==> src/wu_pkg.sv <==
package wu_pkg;

    localparam int NUM_EXT = 18;
    localparam int NUM_SRC = 20;
    localparam int ADDR_W = 12;

    // byte offsets of the register bank
    localparam logic [ADDR_W-1:0] OFS_NMI_STAT = 12'h000;
    localparam logic [ADDR_W-1:0] OFS_NMI_CFG = 12'h008;
    localparam logic [ADDR_W-1:0] OFS_SRC_FLAG = 12'h014;
    localparam logic [ADDR_W-1:0] OFS_IRQ_EN = 12'h018;
    localparam logic [ADDR_W-1:0] OFS_WAKE_EN = 12'h01c;
    localparam logic [ADDR_W-1:0] OFS_RISE_EN = 12'h028;
    localparam logic [ADDR_W-1:0] OFS_FALL_EN = 12'h02c;
    localparam logic [ADDR_W-1:0] OFS_FILT_EN = 12'h030;
    localparam logic [ADDR_W-1:0] OFS_PULL_EN = 12'h034;
    localparam logic [1:0] WORD_ALIGN = 2'h0;

    // source n sits at bit 31 - n; external index k is source k + 2
    localparam int ONCHIP0_BIT = 31;
    localparam int ONCHIP1_BIT = 30;
    localparam int EXT_TOP_BIT = 29;
    localparam int NMI_PAD_IDX = 0;

    // nmi status and config fields
    localparam int NMI_FLAG_BIT = 31;
    localparam int NMI_OVF_BIT = 30;
    localparam int CFG_LOCK_BIT = 31;
    localparam int CFG_DEST_LSB = 29;
    localparam int CFG_WAKE_BIT = 28;
    localparam int CFG_RISE_BIT = 26;
    localparam int CFG_FALL_BIT = 25;
    localparam int CFG_FILT_BIT = 24;

    // external index bounds of the three vectors (vector 0 adds on-chip)
    localparam int GRP0_TOP = 5;
    localparam int GRP1_LOW = 6;
    localparam int GRP1_TOP = 13;
    localparam int GRP2_LOW = 14;

    localparam logic [1:0] DEST_NMI = 2'h0;
    localparam logic [1:0] DEST_CRIT = 2'h1;
    localparam logic [1:0] DEST_MCHK = 2'h2;
    localparam logic [1:0] RESP_OKAY = 2'h0;
    localparam logic [1:0] RESP_SLVERR = 2'h2;
    localparam logic [31:0] WORD_ZERO = 32'h0000_0000;

    typedef logic [NUM_EXT-1:0] wu_ext_t;

    typedef struct packed {
        logic [NUM_SRC-1:0] stage1;
        logic [NUM_SRC-1:0] stage2;
    } wu_sync_t;

    typedef struct packed {
        wu_ext_t prev;
    } wu_edge_t;

    typedef struct packed {
        logic awready;
        logic wready;
        logic bvalid;
        logic [1:0] bresp;
        logic aw_held;
        logic w_held;
        logic [ADDR_W-1:0] waddr;
        logic [31:0] wdata;
        logic [3:0] wstrb;
        logic arready;
        logic rvalid;
        logic [31:0] rdata;
        logic [1:0] rresp;
        logic nmi_flag;
        logic nmi_ovf;
        logic nmi_lock;
        logic [1:0] nmi_dest;
        logic nmi_wake_en;
        logic nmi_rise_en;
        logic nmi_fall_en;
        logic nmi_filter_en;
        wu_ext_t src_flag;
        wu_ext_t irq_en;
        wu_ext_t wake_en;
        wu_ext_t rise_en;
        wu_ext_t fall_en;
        wu_ext_t filt_en;
        wu_ext_t pull_en;
        logic [2:0] irq_vec;
        logic nmi_req;
        logic crit_req;
        logic mchk_req;
        logic wakeup_req;
    } wu_state_t;

    function automatic logic [31:0] strb_mask(input logic [3:0] strb);
        strb_mask = {{8{strb[3]}}, {8{strb[2]}}, {8{strb[1]}}, {8{strb[0]}}};
    endfunction

    function automatic wu_ext_t word_to_ext(input logic [31:0] w);
        word_to_ext = '0;
        for (int k = 0; k < NUM_EXT; k++) begin
            word_to_ext[k] = w[EXT_TOP_BIT-k];
        end
    endfunction

    function automatic logic [31:0] ext_to_word(input wu_ext_t v);
        ext_to_word = WORD_ZERO;
        for (int k = 0; k < NUM_EXT; k++) begin
            ext_to_word[EXT_TOP_BIT-k] = v[k];
        end
    endfunction

    function automatic wu_ext_t ext_merge(input wu_ext_t old,
            input logic [31:0] data, input logic [31:0] mask);
        ext_merge = (old & ~word_to_ext(mask)) | word_to_ext(data & mask);
    endfunction

    function automatic logic [ADDR_W-1:0] align(input logic [ADDR_W-1:0] a);
        align = {a[ADDR_W-1:2], WORD_ALIGN};
    endfunction

    function automatic logic is_mapped(input logic [ADDR_W-1:0] a);
        case (align(a))
            OFS_NMI_STAT, OFS_NMI_CFG, OFS_SRC_FLAG, OFS_IRQ_EN,
            OFS_WAKE_EN, OFS_RISE_EN, OFS_FALL_EN, OFS_FILT_EN,
            OFS_PULL_EN: is_mapped = 1'b1;
            default: is_mapped = 1'b0;
        endcase
    endfunction

endpackage

==> src/wu_edge.sv <==
`timescale 1ns/100ps
module wu_edge (
    input wire logic core_clk,
    input wire logic reset,
    input wire logic [wu_pkg::NUM_EXT-1:0] level,
    output logic [wu_pkg::NUM_EXT-1:0] rise,
    output logic [wu_pkg::NUM_EXT-1:0] fall
);
    wu_pkg::wu_edge_t st_ff;
    wu_pkg::wu_edge_t nxt_st;

    always_comb begin
        nxt_st.prev = level;
    end

    always_ff @(posedge core_clk) begin
        if (reset) begin
            st_ff <= '0;
        end else begin
            st_ff <= nxt_st;
        end
    end

    assign rise = level & ~st_ff.prev;
    assign fall = ~level & st_ff.prev;
endmodule // wu_edge

==> src/wu_sync.sv <==
`timescale 1ns/100ps
module wu_sync (
    input wire logic core_clk,
    input wire logic reset,
    input wire logic [wu_pkg::NUM_SRC-1:0] async_in,
    output logic [wu_pkg::NUM_SRC-1:0] sync_out
);
    wu_pkg::wu_sync_t st_ff;
    wu_pkg::wu_sync_t nxt_st;

    // stage1 feeds stage2 only; metastability settles there
    always_comb begin
        nxt_st.stage1 = async_in;
        nxt_st.stage2 = st_ff.stage1;
    end

    always_ff @(posedge core_clk) begin
        if (reset) begin
            st_ff <= '0;
        end else begin
            st_ff <= nxt_st;
        end
    end

    assign sync_out = st_ff.stage2;
endmodule // wu_sync

==> src/wu_unit.sv <==
// Design decision made here: the AXI4-Lite register port.
`timescale 1ns/100ps
module wu_unit (
    input wire logic core_clk,
    input wire logic reset,
    input wire logic [wu_pkg::ADDR_W-1:0] s_axi_awaddr,
    input wire logic s_axi_awvalid,
    output logic s_axi_awready,
    input wire logic [31:0] s_axi_wdata,
    input wire logic [3:0] s_axi_wstrb,
    input wire logic s_axi_wvalid,
    output logic s_axi_wready,
    output logic [1:0] s_axi_bresp,
    output logic s_axi_bvalid,
    input wire logic s_axi_bready,
    input wire logic [wu_pkg::ADDR_W-1:0] s_axi_araddr,
    input wire logic s_axi_arvalid,
    output logic s_axi_arready,
    output logic [31:0] s_axi_rdata,
    output logic [1:0] s_axi_rresp,
    output logic s_axi_rvalid,
    input wire logic s_axi_rready,
    input wire logic [1:0] onchip_wake,
    input wire logic [wu_pkg::NUM_EXT-1:0] ext_pad,
    input wire logic reserved_access_error_en,
    output logic [2:0] irq_vec,
    output logic nmi_req,
    output logic critical_req,
    output logic machine_check_req,
    output logic wakeup_req,
    output logic nmi_filter_en,
    output logic [wu_pkg::NUM_EXT-1:0] source_filter_en,
    output logic [wu_pkg::NUM_EXT-1:0] source_pullup_en
);
    wu_pkg::wu_state_t st_ff;
    wu_pkg::wu_state_t nxt_st;

    logic [wu_pkg::NUM_SRC-1:0] raw_src;
    logic [wu_pkg::NUM_SRC-1:0] sync_src;
    wu_pkg::wu_ext_t ext_lvl;
    wu_pkg::wu_ext_t ext_rise;
    wu_pkg::wu_ext_t ext_fall;
    logic [1:0] onchip_lvl;

    logic wr_go;
    logic [31:0] wmask;
    logic [wu_pkg::ADDR_W-1:0] wa;
    logic [31:0] cfg_new;
    logic [31:0] nmi_clr;
    wu_pkg::wu_ext_t src_clr;
    wu_pkg::wu_ext_t src_evt;
    wu_pkg::wu_ext_t src_irq;
    logic nmi_evt;
    logic nmi_armed;
    logic nmi_pend;

    // source n lands on raw_src[n]
    assign raw_src = {ext_pad, onchip_wake};

    wu_sync u_sync (
        .core_clk(core_clk),
        .reset(reset),
        .async_in(raw_src),
        .sync_out(sync_src)
    );

    assign onchip_lvl = sync_src[1:0];
    assign ext_lvl = sync_src[wu_pkg::NUM_SRC-1:2];

    wu_edge u_edge (
        .core_clk(core_clk),
        .reset(reset),
        .level(ext_lvl),
        .rise(ext_rise),
        .fall(ext_fall)
    );

    function automatic logic [31:0] cfg_word(input wu_pkg::wu_state_t s);
        cfg_word = wu_pkg::WORD_ZERO;
        cfg_word[wu_pkg::CFG_LOCK_BIT] = s.nmi_lock;
        cfg_word[wu_pkg::CFG_DEST_LSB+:2] = s.nmi_dest;
        cfg_word[wu_pkg::CFG_WAKE_BIT] = s.nmi_wake_en;
        cfg_word[wu_pkg::CFG_RISE_BIT] = s.nmi_rise_en;
        cfg_word[wu_pkg::CFG_FALL_BIT] = s.nmi_fall_en;
        cfg_word[wu_pkg::CFG_FILT_BIT] = s.nmi_filter_en;
    endfunction

    function automatic logic [31:0] read_word(input wu_pkg::wu_state_t s,
            input logic [1:0] onc, input logic [wu_pkg::ADDR_W-1:0] a);
        read_word = wu_pkg::WORD_ZERO;
        case (wu_pkg::align(a))
            wu_pkg::OFS_NMI_STAT: begin
                read_word[wu_pkg::NMI_FLAG_BIT] = s.nmi_flag;
                read_word[wu_pkg::NMI_OVF_BIT] = s.nmi_ovf;
            end
            wu_pkg::OFS_NMI_CFG: begin
                read_word = cfg_word(s);
            end
            wu_pkg::OFS_SRC_FLAG: begin
                read_word = wu_pkg::ext_to_word(s.src_flag);
                read_word[wu_pkg::ONCHIP0_BIT] = onc[0];
                read_word[wu_pkg::ONCHIP1_BIT] = onc[1];
            end
            wu_pkg::OFS_IRQ_EN: begin
                read_word = wu_pkg::ext_to_word(s.irq_en);
            end
            wu_pkg::OFS_WAKE_EN: begin
                read_word = wu_pkg::ext_to_word(s.wake_en);
            end
            wu_pkg::OFS_RISE_EN: begin
                read_word = wu_pkg::ext_to_word(s.rise_en);
            end
            wu_pkg::OFS_FALL_EN: begin
                read_word = wu_pkg::ext_to_word(s.fall_en);
            end
            wu_pkg::OFS_FILT_EN: begin
                read_word = wu_pkg::ext_to_word(s.filt_en);
            end
            wu_pkg::OFS_PULL_EN: begin
                read_word = wu_pkg::ext_to_word(s.pull_en);
            end
            default: begin
                read_word = wu_pkg::WORD_ZERO;
            end
        endcase
    endfunction

    // error option flags only words outside the map; mapped stay okay
    function automatic logic [1:0] access_resp(input logic err_en,
            input logic [wu_pkg::ADDR_W-1:0] a);
        access_resp = wu_pkg::RESP_OKAY;
        if (err_en && !wu_pkg::is_mapped(a)) begin
            access_resp = wu_pkg::RESP_SLVERR;
        end
    endfunction

    // edge qualification for every pad, nmi on its own enables
    always_comb begin
        src_evt = (ext_rise & st_ff.rise_en) | (ext_fall & st_ff.fall_en);
        nmi_evt = (ext_rise[wu_pkg::NMI_PAD_IDX] & st_ff.nmi_rise_en)
            | (ext_fall[wu_pkg::NMI_PAD_IDX] & st_ff.nmi_fall_en);
        nmi_armed = st_ff.nmi_rise_en | st_ff.nmi_fall_en;
        // overrun alone keeps the request up after the flag is cleared
        nmi_pend = nmi_armed & (st_ff.nmi_flag | st_ff.nmi_ovf);
        src_irq = st_ff.src_flag & st_ff.irq_en;
    end

    // register write decode
    always_comb begin
        wr_go = st_ff.aw_held & st_ff.w_held & ~st_ff.bvalid;
        wmask = wu_pkg::strb_mask(st_ff.wstrb);
        wa = wu_pkg::align(st_ff.waddr);
        cfg_new = (cfg_word(st_ff) & ~wmask) | (st_ff.wdata & wmask);
        nmi_clr = wu_pkg::WORD_ZERO;
        src_clr = '0;
        if (wr_go && wa == wu_pkg::OFS_NMI_STAT) begin
            nmi_clr = st_ff.wdata & wmask;
        end
        if (wr_go && wa == wu_pkg::OFS_SRC_FLAG) begin
            // on-chip bits have no clear path here
            src_clr = wu_pkg::word_to_ext(st_ff.wdata & wmask);
        end
    end

    always_comb begin
        nxt_st = st_ff;

        // write channel: address and data taken in either order
        if (s_axi_awvalid && st_ff.awready) begin
            nxt_st.aw_held = 1'b1;
            nxt_st.waddr = s_axi_awaddr;
        end
        if (s_axi_wvalid && st_ff.wready) begin
            nxt_st.w_held = 1'b1;
            nxt_st.wdata = s_axi_wdata;
            nxt_st.wstrb = s_axi_wstrb;
        end
        if (st_ff.bvalid && s_axi_bready) begin
            nxt_st.bvalid = 1'b0;
        end
        if (wr_go) begin
            nxt_st.aw_held = 1'b0;
            nxt_st.w_held = 1'b0;
            nxt_st.bvalid = 1'b1;
            nxt_st.bresp =
                access_resp(reserved_access_error_en, wa);
        end

        // read channel: one outstanding read, answered next edge
        if (st_ff.rvalid && s_axi_rready) begin
            nxt_st.rvalid = 1'b0;
        end
        if (s_axi_arvalid && st_ff.arready) begin
            nxt_st.rvalid = 1'b1;
            nxt_st.rdata = read_word(st_ff, onchip_lvl, s_axi_araddr);
            nxt_st.rresp = access_resp(reserved_access_error_en,
                s_axi_araddr);
        end

        // configuration writes; unmapped offsets fall through untouched
        if (wr_go) begin
            case (wa)
                wu_pkg::OFS_NMI_CFG: begin
                    if (!st_ff.nmi_lock) begin
                        nxt_st.nmi_lock = cfg_new[wu_pkg::CFG_LOCK_BIT];
                        nxt_st.nmi_dest = cfg_new[wu_pkg::CFG_DEST_LSB+:2];
                        nxt_st.nmi_wake_en = cfg_new[wu_pkg::CFG_WAKE_BIT];
                        nxt_st.nmi_rise_en = cfg_new[wu_pkg::CFG_RISE_BIT];
                        nxt_st.nmi_fall_en = cfg_new[wu_pkg::CFG_FALL_BIT];
                        nxt_st.nmi_filter_en =
                            cfg_new[wu_pkg::CFG_FILT_BIT];
                    end
                end
                wu_pkg::OFS_IRQ_EN: begin
                    nxt_st.irq_en = wu_pkg::ext_merge(st_ff.irq_en,
                        st_ff.wdata, wmask);
                end
                wu_pkg::OFS_WAKE_EN: begin
                    nxt_st.wake_en = wu_pkg::ext_merge(st_ff.wake_en,
                        st_ff.wdata, wmask);
                end
                wu_pkg::OFS_RISE_EN: begin
                    nxt_st.rise_en = wu_pkg::ext_merge(st_ff.rise_en,
                        st_ff.wdata, wmask);
                end
                wu_pkg::OFS_FALL_EN: begin
                    nxt_st.fall_en = wu_pkg::ext_merge(st_ff.fall_en,
                        st_ff.wdata, wmask);
                end
                wu_pkg::OFS_FILT_EN: begin
                    nxt_st.filt_en = wu_pkg::ext_merge(st_ff.filt_en,
                        st_ff.wdata, wmask);
                end
                wu_pkg::OFS_PULL_EN: begin
                    nxt_st.pull_en = wu_pkg::ext_merge(st_ff.pull_en,
                        st_ff.wdata, wmask);
                end
                default: begin
                    nxt_st.irq_en = st_ff.irq_en;
                end
            endcase
        end

        // flags: a same-cycle event beats the software clear
        nxt_st.src_flag = src_evt | (st_ff.src_flag & ~src_clr);
        nxt_st.nmi_flag = nmi_evt
            | (st_ff.nmi_flag & ~nmi_clr[wu_pkg::NMI_FLAG_BIT]);
        if (nmi_evt) begin
            nxt_st.nmi_ovf = st_ff.nmi_flag;
        end else begin
            nxt_st.nmi_ovf = st_ff.nmi_ovf & ~nmi_clr[wu_pkg::NMI_OVF_BIT];
        end

        // request outputs; no mode gating, pads live in every mode
        nxt_st.irq_vec[0] = (|onchip_lvl)
            | (|src_irq[wu_pkg::GRP0_TOP:0]);
        nxt_st.irq_vec[1] =
            |src_irq[wu_pkg::GRP1_TOP:wu_pkg::GRP1_LOW];
        nxt_st.irq_vec[2] =
            |src_irq[wu_pkg::NUM_EXT-1:wu_pkg::GRP2_LOW];
        // code 11 routes nowhere; the flags still stand for polling
        nxt_st.nmi_req = 1'b0;
        nxt_st.crit_req = 1'b0;
        nxt_st.mchk_req = 1'b0;
        case (st_ff.nmi_dest)
            wu_pkg::DEST_NMI: begin
                nxt_st.nmi_req = nmi_pend;
            end
            wu_pkg::DEST_CRIT: begin
                nxt_st.crit_req = nmi_pend;
            end
            wu_pkg::DEST_MCHK: begin
                nxt_st.mchk_req = nmi_pend;
            end
            default: begin
                nxt_st.nmi_req = 1'b0;
            end
        endcase
        nxt_st.wakeup_req = (|(st_ff.src_flag & st_ff.wake_en))
            | (st_ff.nmi_wake_en & nmi_pend)
            | (|onchip_lvl);

        // ready flags follow the next occupancy, so they stay registered
        nxt_st.awready = ~nxt_st.aw_held & ~nxt_st.bvalid;
        nxt_st.wready = ~nxt_st.w_held & ~nxt_st.bvalid;
        nxt_st.arready = ~nxt_st.rvalid;
    end

    always_ff @(posedge core_clk) begin
        if (reset) begin
            st_ff <= '0;
        end else begin
            st_ff <= nxt_st;
        end
    end

    // every output is a field of the registered state
    assign s_axi_awready = st_ff.awready;
    assign s_axi_wready = st_ff.wready;
    assign s_axi_bresp = st_ff.bresp;
    assign s_axi_bvalid = st_ff.bvalid;
    assign s_axi_arready = st_ff.arready;
    assign s_axi_rdata = st_ff.rdata;
    assign s_axi_rresp = st_ff.rresp;
    assign s_axi_rvalid = st_ff.rvalid;
    assign irq_vec = st_ff.irq_vec;
    assign nmi_req = st_ff.nmi_req;
    assign critical_req = st_ff.crit_req;
    assign machine_check_req = st_ff.mchk_req;
    assign wakeup_req = st_ff.wakeup_req;
    assign nmi_filter_en = st_ff.nmi_filter_en;
    assign source_filter_en = st_ff.filt_en;
    assign source_pullup_en = st_ff.pull_en;
endmodule // wu_unit

==> config.mk <==
export PLATFORM = sky130hd
export DESIGN_NAME = wu_unit
export DESIGN_NICKNAME = d
export VERILOG_FILES = /design/src/wu_pkg.sv /design/src/wu_edge.sv /design/src/wu_sync.sv /design/src/wu_unit.sv
export SDC_FILE = /design/constraint.sdc
export NUM_CORES = 1
export LEC_CHECK = 0
export BUFFER_PORTS_ARGS = -buffer_cell sky130_fd_sc_hd__buf_2
export CAP_MARGIN = 5
export CELL_PAD_IN_SITES_DETAIL_PLACEMENT = 1
export CELL_PAD_IN_SITES_GLOBAL_PLACEMENT = 1
export CORE_ASPECT_RATIO = 1.75
export CORE_MARGIN = 1
export CORE_UTILIZATION = 47
export CTS_CLUSTER_DIAMETER = 150
export DETAILED_ROUTE_END_ITERATION = 16
export GPL_ROUTABILITY_DRIVEN = 0
export PLACE_DENSITY_LB_ADDON = 0.1
export SYNTH_ARGS = -nofsm -noshare
export SYNTH_HDL_FRONTEND = slang
export SYNTH_SLANG_ARGS = --single-unit
export TNS_END_PERCENT = 5
==> constraint.sdc <==
create_clock -name core_clk -period 3.14 [get_ports core_clk]
set_input_delay 0.628 -clock core_clk [delete_from_list [all_inputs] [get_ports core_clk]]
set_output_delay 0.628 -clock core_clk [all_outputs]
set_load 0.05 [all_outputs]
### Word level (Yosys, flattened, before mapping)

Index checks and enable logic that the tools add are counted.

* equality and inequality tests: 18
* multiplexer cells: 18
* bitwise operators: 57
* reductions and logical operators: 32

Operator list (count)
* one-hot mux 30 bit (8 select lines): 1
* bitwise AND 18 bit: 13
* bitwise OR 18 bit: 8
* equality test 10 x 4 -> 1 bit, second input constant: 8
* NOT 18 bit: 4
* bitwise AND 32 bit: 2
* equality test 10 x 3 -> 1 bit, second input constant: 6
* two-way mux 35 bit: 1
* two-way mux 32 bit: 1
* NOT 32 bit: 1
* bitwise OR 32 bit: 1
* equality test 10 x 2 -> 1 bit, second input constant: 2
* logical NOT 10 bit: 2
* two-way mux 18 bit: 1
* OR reduction 18 bit: 1
* OR reduction 9 bit: 2
* AND reduction 2 bit: 7
* NOT 1 bit: 11
* bitwise AND 1 bit: 10
* logical AND 1 bit: 9
* two-way mux 1 bit: 9
* OR reduction 2 bit: 4
* OR reduction 8 bit: 1
* two-way mux 7 bit: 1
* other kinds (11): 19

* register bits after elaboration: 291
* input port bits: 88
* output and inout bits: 85
* word-level logic and storage cells: 161

### Logic depth before layout (Yosys ltp)

Gate-level depths: netlist of run 1.

* depth in word-level cells: 10
* mapped depth: 7
* depth with buffers taken out: 4

### By module

Synthesis of run 1 repeated with hierarchy kept, for this count alone.

* cell total of the unflattened synthesis: 1341
* area, all modules: 11908.9 µm²

By module, submodules not included
* wu_unit: times used 1, cells each 1184, area an instance 10038.4 µm², sequential area each 4083.9 µm²
* wu_sync: times used 1, cells each 84, area an instance 1156.1 µm², sequential area each 800.8 µm²
* wu_edge: times used 1, cells each 73, area an instance 714.4 µm², sequential area each 360.3 µm²

### Worst setup path before layout of run 1

No wires, ideal clock.

* path kind: reg-to-reg
* start point: register st_ff (netlist bit s_axi_bvalid)
* end point: register with a tool-made name
* setup time: 125 ps
* data arrival time: 1990 ps
* data required time: 3015 ps
* setup slack: 1025 ps
* stages on the path, launching flop included: 5
* path buffers: 0
* period minus slack after synthesis: 2115 ps
* path through: dfxtp_1 nand3b_2 nor4_4 nand3_2 mux2i_1

RTL lines
* start: declaration: line wu_unit.sv:35 `wu_pkg::wu_state_t st_ff;`
* start signal: assignment: line wu_unit.sv:293 `st_ff <= nxt_st;`

==> results.toml, run 1 <==
[status]
status = "finished clean"

[setup_path]
worst-path-max-fanout = 8
crit_path_start = "st_ff[220]"
r2r_start = "st_ff[220]"
crit_arrival_ns = 2.80
cp_slowest_cell = "and3_1"
start_kind = "flip-flop"
path_class = "reg -> reg"
ff2ff_path_depth = 4
required_ns = 3.60
ff2ff_setup_slack_ns = 0.80
critPathMaxStageDelay_ns = 0.68
cp-end-kind = "flip-flop"
crit_chain = "or4_4 -> nor4_4 -> and3_1 -> mux2i_1"

[yosys]
ys_async_sr_fraction = 0
seq_area_frac_synth = 0.460
post-synth-top-count-cell = "dfxtp_1"
synth_ff_type = "dfxtp_1"
syn-cell-area_mm2 = 0.0114
synth-seq-cells = 262
ys_top_cells_by_area = "dfxtp_1 46%, mux2i_1 12%, nand2_1 6.2%, buf_4 5.1%, nand3b_1 3.9%"
synth_warnings = 0
postSynthCellCount = 1225
yosys.area.top_type = "dfxtp_1"
syn_avg_cell_area_um2 = 9.32
synth_top_area_frac = 0.460
synthTopCellsByCount = "262 x dfxtp_1, 188 x nand2_1, 132 x mux2i_1"
synth-edff-count = 0
ys_types = 57

[power]
power_density_mw_per_mm2 = 532
ir_worst_vdd_mv = 0.387
leakage_nw = 5.08

[global_route]
grt-ovfl-total = 0
use_met2 = 0.462
grt_max_degree = 91
antenna_found_initial = 0
grt_util_met3 = 0.0315
gr-max-usage-layer = "met2"
grt_pass1_wl_um = 51400
use_met1 = 0.329
grt_util_all_layers = 0.264
grt_pass1_vias = 9208

[clock_network]
numCtsBuffers = 24
cts_resized = 0
cts_hold_buf = 0
htreeDepth = 1
clk_transition_reported_paths_ns = 0.06
cts_buffer_depth = 3
root_buffer = "clkbuf_16"
cts.sinks = 262
cts_setup_buffers = 0
cts_tree = "yes"
clock_latency_ns = 0.54

[timing]
holdWs_ns = 0.302
finalCritPeriodShare = 0.747
fmax_ghz = 0.427
tns_ns = 0
rsz0062_at_grt = "no"
setup_violations = 0
timing.slew.headroom = 0.396
period_needed_ns = 2.34
worstMarginPinSlew_ns = 0.906
fin_skew_ns = 0.0190
finalHoldViolations = 0
finalMaxSlewViolations = 0

[die]
coreArea_mm2 = 0.0239
die_h_um = 208
start_util = 0.477
die_x_um = 120
dieArea_mm2 = 0.0249
core.rowCount = 75
ioPinCount = 173

[routing]
vias_per_cell = 5.60
vias = 9001
drtAntennaViolNets = 0
wl_um = 32600
first_pass_iters = 5
drcViolationCount = 0
initialDrtViolationCount = 484
wl_per_cell_um = 20.3

[job]
maxCapViolCount = 0

[worst_hold_path]
hold_path.class = "in -> reg"
hold_path_end = "u_sync.nxt_st[5]"
min_from = "ext_pad[3]"
whs_path_depth = 2

[cells_and_area]
fin_nets = 1371
area_growth_pct = 10.8
drive_gt1_frac = 0.188
fillCellCount = 2777

[placement]
port-buffer-count = 141
dp_hpwl_um = 23700
## worst max path at each step
stage,end,slack (ns),cells after the start
5_1_grt,flip-flop,0.69,4
6_report,flip-flop,0.80,4
3_3_place_gp,s_axi_rdata[17],0.65,6
3_5_place_dp,s_axi_rdata[21],0.65,6
4_1_cts,flip-flop,0.79,4
2_1_floorplan,flip-flop,1.03,4
## cell families after synthesis
group / count (synthesis) / synth area share
AO/OA/AOI/OAI: 210 / 0.122
other: 1 / 0.000329
multiplexers: 139 / 0.123
flip-flops: 262 / 0.460
AND/OR/NAND/NOR: 440 / 0.210
buffers and inverters: 173 / 0.0857
## area by class of cell
class | instances | area, um^2 | area share
tap | 308 | 385 | 0.0305
clock inverter | 6 | 55.1 | 0.00435
clock buffer | 35 | 693 | 0.0548
inverter | 24 | 91.3 | 0.00722
antenna | 1 | 2.50 | 0.000198
sequential | 262 | 5250 | 0.415
timing repair buffer | 168 | 936 | 0.0740
multi-input combinational | 803 | 5240 | 0.414
## layout by cell type, fill, tap and decap left out, types with 5 or more instances in the layout
master / Yosys / layout
clkbuf_16: 0 / 25
o22ai_1: 13 / 13
a32o_1: 6 / 6
a22oi_1: 12 / 12
a2111oi_0: 5 / 5
nand2b_1: 8 / 8
a31oi_1: 21 / 21
mux2i_1: 132 / 132
nand3b_1: 59 / 59
clkinv_2: 0 / 6
nand2_1: 188 / 188
a31o_2: 17 / 17
nor4_1: 6 / 6
a211oi_1: 7 / 7
nor2b_1: 66 / 66
buf_4: 78 / 26
dfxtp_1: 262 / 262
buf_2: 7 / 140
nor3_1: 20 / 20
a21oi_1: 65 / 65
conb_1: 1 / 14
nand3_1: 13 / 13
o31ai_1: 18 / 18
a22o_1: 9 / 9
clkbuf_1: 52 / 7
inv_1: 24 / 23
nor2_1: 38 / 38
o21ai_0: 21 / 21
nor4_4: 6 / 6
mux2_2: 7 / 7
## critical path: cells and delay by family, from the launching register on
kind | cells | cell delay (ns)
muxes | 1 | 0.27
DFF | 1 | 0.32
and+or+nand+nor | 3 | 1.68
## per-layer routing
layer,vias to the layer above,wire (um),part of all wire
li1,4315,-,-
met4,0,1080,0.033
met2,279,16100,0.49
met1,4344,13900,0.43
met3,63,1440,0.044
met5,-,0,0
## metrics by stage
stage	instance area (um^2)	std cells	setup slack (ns)	power (mW)	util
floorplan	11500	1238	1.03	3.81	-
global placement	11900	1565	0.651	3.93	0.497
detailed placement	11900	1565	0.646	3.94	0.497
CTS	12600	1606	0.787	6.79	0.528
global route	12600	1606	0.688	6.95	0.528
finish	12600	1607	0.795	6.73	0.528
## report_power, final
group	internal, mW	switching, mW
Clock	1.61	1.26
Sequential	3.38	0.0556
Combinational	0.134	0.294
Total	5.12	1.61
No activity file was read; power rests on OpenSTA's default activity.
==> run 2, diff against run 1 <==
- ABC_AREA: default -> 1
- CORE_UTILIZATION: 47 -> 37
- clock period: 3.14 -> 2.1 ns (I/O delays scaled with it)
==> run 2 against run 1 <==
Effect of this change: total power up 67%; die area up 27%; hold slack worse by 0.23 ns; clock power up 86%; sequential cell count unchanged; global-route usage down 1.8 points; first-iteration DRC count up 10%; design area up 4.7%; critical path depth up 4; area after synthesis up 0.14%; critical path type unchanged; largest cell class unchanged; highest routed layer unchanged.
==> results.toml, run 2 <==
[yosys]
syn-cell-area_mm2 = 0.0114
yosys.area.top_type = "dfxtp_1"
synth_top_area_frac = 0.459
postSynthCellCount = 1588
ys_top_cells_by_area = "dfxtp_1 46%, o21ai_0 7.2%, a21oi_1 6.9%, nor2_1 6.7%, nand2_1 6.6%"
synth-edff-count = 0
syn_avg_cell_area_um2 = 7.20
ys_async_sr_fraction = 0
ys_types = 33
synth_warnings = 0
post-synth-top-count-cell = "dfxtp_1"
seq_area_frac_synth = 0.459
synth_ff_type = "dfxtp_1"
synthTopCellsByCount = "262 x dfxtp_1, 205 x nor2_1, 201 x nand2_1"
synth-seq-cells = 262

[cells_and_area]
fin_nets = 1761
area_growth_pct = 15.9
drive_gt1_frac = 0.161
n_antenna_cell = 0
fillCellCount = 3841
final_common_cell = "dfxtp_1"
final_cell_mix = "262 x dfxtp_1, 205 x nor2_1, 201 x nand2_1, 197 x inv_1, 164 x o21ai_0"
design_area_mm2 = 0.0132

[timing]
fmax_ghz = 0.535
finalCritPeriodShare = 0.891
finalHoldViolations = 0
rsz0062_at_grt = "no"
finalMaxSlewViolations = 0
period_needed_ns = 1.87
tns_ns = 0
setup_violations = 0
worstMarginPinSlew_ns = 0.568
timing.slew.headroom = 0.621
fin_skew_ns = 0.0124

[die]
core.rowCount = 84
coreArea_mm2 = 0.0302
ioPinCount = 173
die_x_um = 135
dieArea_mm2 = 0.0316
start_util = 0.379
die_h_um = 234

[setup_path]
crit_arrival_ns = 2.30
critPathMaxStageDelay_ns = 0.36
cp-end-kind = "flip-flop"
path_buf_inv = 2
start_kind = "flip-flop"
required_ns = 2.53
cp_top_family = "simple AND/OR/NAND/NOR gates"
crit_chain = "inv_1 -> nor2_1 -> nand2_1 -> buf_4 -> nor2_2 -> nand3_1 -> o21ai_0 -> a21oi_1"
cp_slowest_cell = "nand3_1"
worst-path-max-fanout = 12
path_class = "reg -> reg"

[power]
ir_worst_vdd_mv = 0.636
leakage_nw = 5.54
power_density_mw_per_mm2 = 850

[routing]
wl_per_cell_um = 18.4
first_pass_iters = 4
wl_um = 38400
initialDrtViolationCount = 534
drtAntennaViolNets = 0
drcViolationCount = 0
vias = 10500
vias_per_cell = 5.03

[clock_network]
clk_transition_reported_paths_ns = 0.06
cts.sinks = 262
cts_setup_buffers = 0
htreeDepth = 1
numCtsBuffers = 28
cts_buffer_depth = 3
cts_tree = "yes"
clock_latency_ns = 0.56
cts_hold_buf = 0
root_buffer = "clkbuf_16"
cts_resized = 0

[status]
status = "finished clean"

[placement]
post_dp_cell_area_mm2 = 0.0122
dp_hpwl_um = 28800
port-buffer-count = 141

[global_route]
grt_max_degree = 108
grt_pass1_wl_um = 58600
antenna_found_initial = 0
grt_util_all_layers = 0.246
grt-ovfl-total = 0
grt_pass1_vias = 10600

[job]
maxCapViolCount = 0

[worst_hold_path]
hold_path.class = "in -> reg"
-- run 2: cell count changes after synthesis, moves of 17 or more --
| cell | previous run | this run |
|---|---|---|
| inv_1 | 24 | 198 |
| nand3b_1 | 59 | 0 |
| o21ai_0 | 21 | 164 |
| mux2i_1 | 132 | 0 |
| nor2b_1 | 66 | 0 |
| a31o_2 | 17 | 0 |
| o31ai_1 | 18 | 0 |
| a21oi_1 | 65 | 157 |
| nor2_1 | 38 | 205 |
| nand3_1 | 13 | 135 |
-- run 2: final cells by class --
cell class	count	area, um^2	area share
Clock buffer	38	830	0.0627
Clock inverter	12	166	0.0126
Inverter	204	766	0.0578
Multi-Input combinational cell	977	4550	0.343
Sequential cell	262	5250	0.396
Tap cell	387	484	0.0366
Timing Repair Buffer	200	1200	0.0907
-- run 2: cell families (layout without fill, tap and decap cells) --
group / count (synthesis) / after routing / synth area share
AOI/OAI and AO/OA: 358 / 358 / 0.164
buffers and inverters: 362 / 454 / 0.148
DFF: 262 / 262 / 0.459
other: 1 / 14 / 0.000328
and+or+nand+nor: 605 / 605 / 0.229
-- run 2: final timing paths --
path              cells after the start  slack (ns)             endpoint               from
hold reg to reg                       2        0.40  u_sync.sync_out[10]  u_sync.nxt_st[10]
setup / recovery                      8        0.23            flip-flop         st_ff[226]
setup reg to reg                      8        0.23            flip-flop         st_ff[226]
hold / removal                        3        0.07     u_sync.nxt_st[3]         ext_pad[1]
-- run 2: tightest hold or removal path, cell delays in order --
cell and delay [ns]:
buf_2 0.07, inv_1 0.03, nor2_1 0.06
-- run 2: metrics by stage --
step	hold WS, ns	instances	util	setup slack [ns]	total power [mW]
detailed placement	0.395	2030	0.406	0.0504	6.04
floorplan	0.388	1601	-	0.408	5.74
global route	0.0592	2080	0.439	0.000334	11.6
CTS	0.0506	2080	0.439	0.237	11.4
global placement	0.389	2030	0.406	0.0854	6.02
finish	0.0707	2080	0.439	0.229	11.2
-- run 2: power breakdown --
part | internal, mW | switching (mW) | total, mW
Combinational | 0.206 | 0.484 | 0.690
Clock | 3.24 | 2.08 | 5.33
Sequential | 5.08 | 0.151 | 5.23
Total | 8.53 | 2.72 | 11.2
-- run 2: layer usage --
layer	vias to the layer above	GRT usage	part of all wire
met1	4955	0.249	0.37
met4	0	0.144	0.059
met2	194	0.482	0.54
li1	5210	-	-
met3	95	0.0241	0.028
met5	-	0	0
